### src/logic/dmxs_pkg.sv
package dmxs_pkg;

  // Synchronization field codes of the channel control register.
  localparam logic [1:0] DMXS_SYNC_NONE = 2'h0;
  localparam logic [1:0] DMXS_SYNC_SRC = 2'h1;
  localparam logic [1:0] DMXS_SYNC_DST = 2'h2;

  // Bus states of one bus cycle.
  localparam logic [1:0] DMXS_T1 = 2'h0;
  localparam logic [1:0] DMXS_T2 = 2'h1;
  localparam logic [1:0] DMXS_T3 = 2'h2;
  localparam logic [1:0] DMXS_T4 = 2'h3;

  // Clocks from a request sample to the start of the fetch cycle.
  localparam int DMXS_LAT_CLKS = 4;
  localparam logic [1:0] DMXS_LAT_LAST = 2'(DMXS_LAT_CLKS - 2);

  // Least number of clocks the bus is released after a destination transfer.
  localparam int DMXS_GAP_CLKS = 2;
  localparam logic [1:0] DMXS_GAP_LAST = 2'(DMXS_GAP_CLKS - 1);

  localparam int DMXS_SYNC_STAGES = 3;

  typedef enum logic [4:0] {
    DMXS_IDLE = 5'h01,
    DMXS_LAT = 5'h02,
    DMXS_FETCH = 5'h04,
    DMXS_DEPOSIT = 5'h08,
    DMXS_GAP = 5'h10
  } dmxs_state_t;

  // Status of the channel on the processor bus.
  typedef struct packed {
    logic own;
    logic fetch;
    logic deposit;
    logic [1:0] bus_state;
    logic wait_state;
    logic periph_sel;
  } dmxs_bus_t;

  localparam dmxs_bus_t DMXS_BUS_IDLE = '0;

endpackage

### src/logic/dmxs_sync.sv
`timescale 1ns/10ps
module dmxs_sync (
  // Clock and reset.
  input wire logic sys_clk_i,
  input wire logic reset_i,
  // Asynchronous level and its filtered copy.
  input wire logic async_i,
  output logic level_o
);
  import dmxs_pkg::*;

  logic [DMXS_SYNC_STAGES-1:0] stage_reg;

  always_ff @(posedge sys_clk_i or posedge reset_i) begin
    if (reset_i) begin
      stage_reg <= '0;
    end else begin
      stage_reg <= {stage_reg[DMXS_SYNC_STAGES-2:0], async_i};
    end
  end

  // A change counts once the second and third stages agree.
  always_ff @(posedge sys_clk_i or posedge reset_i) begin
    if (reset_i) begin
      level_o <= 1'b0;
    end else if (stage_reg[1] == stage_reg[2]) begin
      level_o <= stage_reg[2];
    end
  end

endmodule

### src/logic/dmxs_sequencer.sv
`timescale 1ns/10ps
// Overview of operation
// - Source- and destination-paced modes are chosen by the sync field and differ in which cycle selects the peripheral and when the request is sampled again.
// - Four clocks pass between sampling the request active and the start of the fetch cycle, plus one for each clock a CPU cycle holds the last latency clock.
// - In source-paced mode the fetch read selects the requesting peripheral.
// - In source-paced mode the request is sampled again at the start of the deposit cycle, allowing back to back transfers.
// - In destination-paced mode the deposit write selects the requesting peripheral.
// - After each destination-paced transfer the bus is released for at least two clocks before the next fetch.
// - During that release the CPU may run its own bus cycles.
// - With no CPU cycle in the gap exactly two idle clocks separate deposit end and next fetch.
// - Each deposit wait state delays the destination-paced sampling point by one clock.
// - The request pin is synchronized to the clock and sampled four clocks before a bus cycle would begin.
// - A request sampled active in idle always runs its transfer; one sampled in the gap can lapse under CPU cycles. An unsampled request is never stored.
// - Every transfer is a fetch followed by a deposit, abandoned only by reset.
module dmxs_sequencer (
  // Clock and reset.
  input wire logic sys_clk_i,
  input wire logic reset_i,
  // Channel control.
  input wire logic chan_enable_i,
  input wire logic [1:0] sync_mode_i,
  // Peripheral side.
  input wire logic transfer_request_line_i,
  // Processor bus side.
  input wire logic bus_ready_i,
  input wire logic cpu_cycle_i,
  output dmxs_pkg::dmxs_bus_t bus_o,
  output logic xfer_done_o
);
  import dmxs_pkg::*;

  logic req_level;
  dmxs_state_t state_reg, state_next;
  logic [1:0] ph_reg, ph_next;
  logic [1:0] cnt_reg, cnt_next;
  logic src_mode_reg, src_mode_next;
  logic mode_ok;
  logic cycle_end;
  logic wait_now;
  dmxs_bus_t bus_next;

  dmxs_sync u_req_sync (
    .sys_clk_i(sys_clk_i),
    .reset_i(reset_i),
    .async_i(transfer_request_line_i),
    .level_o(req_level)
  );

  assign mode_ok = chan_enable_i &&
      (sync_mode_i == DMXS_SYNC_SRC || sync_mode_i == DMXS_SYNC_DST);
  assign wait_now = (ph_reg == DMXS_T3) && !bus_ready_i;
  assign cycle_end = (ph_reg == DMXS_T4);

  always_comb begin
    state_next = state_reg;
    ph_next = ph_reg;
    cnt_next = cnt_reg;
    src_mode_next = src_mode_reg;
    case (state_reg)
      DMXS_IDLE: begin
        cnt_next = '0;
        if (mode_ok && req_level) begin
          state_next = DMXS_LAT;
          src_mode_next = (sync_mode_i == DMXS_SYNC_SRC);
        end
      end
      DMXS_LAT: begin
        // Sampled request runs even if the line drops now.
        if (cnt_reg == DMXS_LAT_LAST && !cpu_cycle_i) begin
          state_next = DMXS_FETCH;
          ph_next = DMXS_T1;
          cnt_next = '0;
        end else if (cnt_reg != DMXS_LAT_LAST) begin
          cnt_next = cnt_reg + 2'h1;
        end
      end
      DMXS_FETCH: begin
        if (!wait_now) begin
          ph_next = ph_reg + 2'h1;
        end
        if (cycle_end) begin
          state_next = DMXS_DEPOSIT;
          ph_next = DMXS_T1;
        end
      end
      DMXS_DEPOSIT: begin
        if (!wait_now) begin
          ph_next = ph_reg + 2'h1;
        end
        if (cycle_end) begin
          ph_next = DMXS_T1;
          cnt_next = '0;
          if (!src_mode_reg) begin
            state_next = DMXS_GAP;
          end else if (mode_ok && req_level) begin
            // The synchronizer lag puts the pin sample at deposit start.
            state_next = DMXS_FETCH;
          end else begin
            state_next = DMXS_IDLE;
          end
        end
      end
      DMXS_GAP: begin
        if (cnt_reg != DMXS_GAP_LAST) begin
          cnt_next = cnt_reg + 2'h1;
        end else if (!(mode_ok && req_level)) begin
          // The synchronizer lag puts the pin sample two clocks before
          // the end of the deposit cycle, wait states included.
          state_next = DMXS_IDLE;
        end else if (!cpu_cycle_i) begin
          state_next = DMXS_FETCH;
          ph_next = DMXS_T1;
        end
      end
      default: begin
        state_next = DMXS_IDLE;
        ph_next = DMXS_T1;
        cnt_next = '0;
      end
    endcase
  end

  always_ff @(posedge sys_clk_i or posedge reset_i) begin
    if (reset_i) begin
      state_reg <= DMXS_IDLE;
      ph_reg <= DMXS_T1;
      cnt_reg <= '0;
      src_mode_reg <= 1'b0;
    end else begin
      state_reg <= state_next;
      ph_reg <= ph_next;
      cnt_reg <= cnt_next;
      src_mode_reg <= src_mode_next;
    end
  end

  always_comb begin
    bus_next = DMXS_BUS_IDLE;
    bus_next.bus_state = ph_next;
    bus_next.fetch = (state_next == DMXS_FETCH);
    bus_next.deposit = (state_next == DMXS_DEPOSIT);
    bus_next.own = bus_next.fetch || bus_next.deposit;
    bus_next.wait_state = bus_next.own && (ph_next == DMXS_T3) &&
        (ph_reg == DMXS_T3) && (state_next == state_reg);
    bus_next.periph_sel = (bus_next.fetch && src_mode_next) ||
        (bus_next.deposit && !src_mode_next);
    if (!bus_next.own) begin
      bus_next.bus_state = DMXS_T1;
    end
  end

  always_ff @(posedge sys_clk_i or posedge reset_i) begin
    if (reset_i) begin
      bus_o <= DMXS_BUS_IDLE;
      xfer_done_o <= 1'b0;
    end else begin
      bus_o <= bus_next;
      xfer_done_o <= (state_reg == DMXS_DEPOSIT) && cycle_end;
    end
  end

endmodule

### config.mk
export PLATFORM = sky130hd
export DESIGN_NAME = dmxs_sequencer
export DESIGN_NICKNAME = d
export VERILOG_FILES = /design/src/logic/dmxs_pkg.sv /design/src/logic/dmxs_sync.sv /design/src/logic/dmxs_sequencer.sv
export SDC_FILE = /design/constraint.sdc
export NUM_CORES = 1
export LEC_CHECK = 0
export BUFFER_PORTS_ARGS = -buffer_cell sky130_fd_sc_hd__buf_2
export CORE_UTILIZATION = 35
export DETAILED_ROUTE_END_ITERATION = 12
export SYNTH_ARGS = -nofsm -noshare
export SYNTH_HDL_FRONTEND = slang
export SYNTH_HIERARCHICAL = 1
export SYNTH_SLANG_ARGS = --single-unit
### constraint.sdc
create_clock -name sys_clk_i -period 2.7 [get_ports sys_clk_i]
set_input_delay 0.27 -clock sys_clk_i [delete_from_list [all_inputs] [get_ports sys_clk_i]]
set_output_delay 0.27 -clock sys_clk_i [all_outputs]
set_load 0.05 [all_outputs]
==> summary.md <==
| Metric | Value |
|---|---|
| Sw Ratio | `29.6%` |
| Overflow after GRT | `0` |
| CTS buffer count | `3` |
| Worst-path cell chain | `or4b_4, nor3_2, a211oi_1, o22a_1, nor3_2` |
| Compound-Gate Fraction of Synth Area | `15.7%` |
| Critical Path Source Type | `flip-flop` |
| Min-Delay Endpoint | `u_req_sync/stage_reg[0]` |
| Clock sinks | `22` |
| Cell variety after synth | `43` |
| Clock Power Share | `26.5%` |
| First-pass DRT Iterations | `4` |
| RSZ-0062 raised after global routing | `no` |
| Max reg flops | `7` |
| Wirelength per Cell | `13.3 um` |
| CTS max path bufs | `2` |
| Total Nets Final | `141` |
| Overall routing resource usage | `14.8%` |
| R2R Path Start | `state_reg[4]` |
| HPWL after DPL | `1.66 mm` |
| Main combinational cell family by area after synthesis | `simple AND/OR/NAND/NOR gates` |
| Final core utilization | `42.5%` |
| Layout cells sized above 1 | `25.2%` |
| Avg Cell Area, Syn | `10.5 um2` |
| FILL cells | `319` |
| Synthesized Nets | `124` |
| Crit path DAT | `2230 ps` |
| Synth Area in XOR/XNOR | `0.752%` |
| R2R Setup Slk | `720 ps` |
| Crit path top cell by count | `nor3_2` |
| Initial Util | `37.5%` |
| Die area | `3560 um2` |
| Die Y | `59.7 um` |
| Maximum vdd drop | `294 uV` |
| CP max FO | `10` |
| Multiplexer share of the synthesized area | `3.54%` |
| Count of state elements after synthesis | `22` |
| Hold_sp | `transfer_request_line_i` |
| Via count | `877` |
| Number of H-tree levels | `1` |
| Row cnt | `20` |
| Combinational Power Share | `18.7%` |
| CP delay by family, top | `simple AND/OR/NAND/NOR gates` |
| Root buf cell | `clkbuf_4` |
| Fin. Hold Viols | `0` |
| Synth Area in Adders | `6.34%` |
| Setup Skew | `8.50 ps` |
| Crit. End Element | `flip-flop` |
| Kind of critical path | `flip-flop to flip-flop` |
| CP required | `2950 ps` |
| PortBufs | `15` |
| Hold path depth | `1` |
| Final WL | `2.27 mm` |
| Worst r2r path cells | `5` |
| PwrDens | `530 nW/um2` |
| Final Wtd Congestion | `0.835` |
| First-pass GRT wire length | `3.84 mm` |
| Post-Synthesis Cells | `111` |
| Worst setup path start | `state_reg[4]` |
| Post-Syn Area | `1160 um2` |
| Setup TNS | `0 ps` |
| WHS | `57.2 ps` |
| Status | `finished clean` |
| TritonCTS clock tree | `yes` |
| Fmax | `505 MHz` |
| Ys Warns | `6` |
| Seq/Total Area, Yosys | `47.4%` |
| Vias in the first global route | `851` |
| Detail-routed via count per cell | `5.13` |
| Slew @ Worst Pin | `702 ps` |
| Internal Pwr Total | `491 uW` |
| CORE AREA | `3100 um2` |
| Layout area overhead | `13.1%` |
| Period utilisation layout | `73.4%` |
| Drt drc | `0` |
| IO Count | `16` |
| Max_cap viols | `0` |
| Normalized max-slew margin | `53.1%` |
| Placed insts | `166` |
| Initial DRC count | `29` |
| Antenna cell count | `0` |
| Total Power | `698 uW` |
| Net Sw Power | `207 uW` |
| Die extent in x | `59.7 um` |
| Clock Latency Late Sink | `320 ps` |
| Worst hold path type | `input port to flip-flop` |
| Lkg Pwr | `0.000661 uW` |
| R2r endpoint | `bus_o[1]` |
| CP Buf/Inv Count | `0` |
| Fin crit period | `1980 ps` |
| Slowest CP cell | `or4b_4` |
| Post-Synth Simple-Gate Area | `19.0%` |
| Antenna violations before repair | `0` |
| Routed Antenna Nets | `0` |
| CTS clk-pin slew, worst paths | `130 ps` |
| Slew Limit Fails | `0` |
| Post-CTS setup buffers | `0` |
| Setup violators final | `0` |
| Highest cell delay on the worst timing path | `580 ps` |
| Post-Layout Cell Count | `171` |
| Largest net degree at the start of global routing | `19` |
| Flop pwr share | `54.8%` |
[power by group through the flow]
stage / Clock [uW] / Sequential (uW) / Combinational (uW)
2_1_floorplan: 0 / 382 / 98.3
3_3_place_gp: 0 / 389 / 127
3_5_place_dp: 0 / 388 / 126
4_1_cts: 191 / 382 / 128
5_1_grt: 203 / 385 / 148
6_report: 185 / 383 / 131
[stage by stage]
step | setup slack, ps | instance area (um2)
after CTS | 700 | 1320
after detailed placement | 735 | 1270
after floorplan | 822 | 1160
final | 718 | 1320
after global placement | 746 | 1270
after global routing | 558 | 1320
[cells in the mapped netlist]
library cell,count,area share [%]
a211oi_1,1,0.64
a21boi_0,1,0.64
a21oi_1,4,1.7
a221oi_1,1,0.75
a41oi_1,1,0.75
and3_1,1,0.54
and3_2,1,0.64
and3b_1,1,0.75
buf_2,1,0.43
buf_6,1,0.97
clkbuf_1,2,0.64
clkinv_4,1,0.75
dfrtp_1,21,45
dfstp_2,1,2.3
ha_1,5,5.4
inv_1,14,4.5
maj3_2,1,0.97
mux2_2,1,0.97
mux2i_1,3,2.6
nand2_1,10,3.2
nand2b_1,4,2.1
nand3_1,2,0.86
nand3b_1,1,0.64
nand4b_1,1,0.75
nor2_1,1,0.32
nor2b_1,3,1.6
nor3_1,4,1.7
nor3_2,2,1.7
nor3b_1,2,1.3
o2111a_1,1,0.97
o2111ai_2,1,1.3
o211ai_1,1,0.64
o21ai_0,4,1.7
o21bai_1,2,1.3
o221a_2,1,0.97
o221a_4,1,1.7
o22a_1,1,0.75
o22ai_1,2,1.1
o2bb2ai_1,1,0.75
or3_2,1,0.64
or3_4,1,0.97
or4b_4,1,1.2
xnor2_1,1,0.75
[worst max path at each step]
stage | endpoint | slack (ps) | depth (start not counted)
global route | bus_o[1] | 560 | 5
finish | bus_o[1] | 720 | 5
detailed placement | bus_o[1] | 730 | 6
global placement | bus_o[1] | 750 | 6
floorplan | bus_o[1] | 820 | 7
CTS | bus_o[1] | 700 | 6
[cell usage in the layout, fill, tap and decap left out, types with 2 or more instances in the layout]
cell,count
clkbuf_4,3
nor2b_1,3
nor3_2,2
o22ai_1,2
nand2_1,10
inv_1,14
buf_2,15
nand3_1,2
o21ai_0,4
mux2i_1,3
nor3_1,4
ha_1,5
dfrtp_1,21
nand2b_1,4
nor3b_1,2
a21oi_1,4
o21bai_1,2
[routing by layer]
metal  GRT usage, %  vias to the layer above  routed length, um
li1               -                      418                  -
met1           20.5                      420               1090
met2           22.4                       34               1040
met3           2.60                        5                 87
met4           6.98                        0                 48
met5              0                        -                  0
[kinds of logic (layout without fill, tap and decap cells)]
| logic type | after synthesis | after routing |
|---|---|---|
| AND/OR/NAND/NOR | 36 | 36 |
| AO/OA/AOI/OAI | 23 | 23 |
| flip-flops | 22 | 22 |
| buffers and inverters | 19 | 35 |
| adder cells (fa/ha/maj) | 6 | 6 |
| multiplexers | 4 | 4 |
| XOR/XNOR | 1 | 1 |
[timing repair]
| item | in CTS | in global routing |
|---|---|---|
| hold buffers | 1 | 0 |
| endpoints found under the setup margin | 0 | 0 |
| hold endpoints to repair | 4 | 0 |
| gates resized for setup | 0 | 0 |
[worst reg2reg max path: stages (launching register included)]
cell and delay (ps):
dfrtp_1 480, or4b_4 580, nor3_2 330, a211oi_1 130, o22a_1 250, nor3_2 150
[final cells by class]
| cell class | count | area (um2) | area share [%] |
|---|---|---|---|
| timing repair buffer | 16 | 85.1 | 6.46 |
| clock buffer | 4 | 36.3 | 2.75 |
| tap | 44 | 55.1 | 4.18 |
| sequential | 22 | 552 | 41.9 |
| inverter | 15 | 61.3 | 4.65 |
| multi-input combinational | 70 | 528 | 40.1 |
Note: power is estimated with default switching activity, not from simulation.
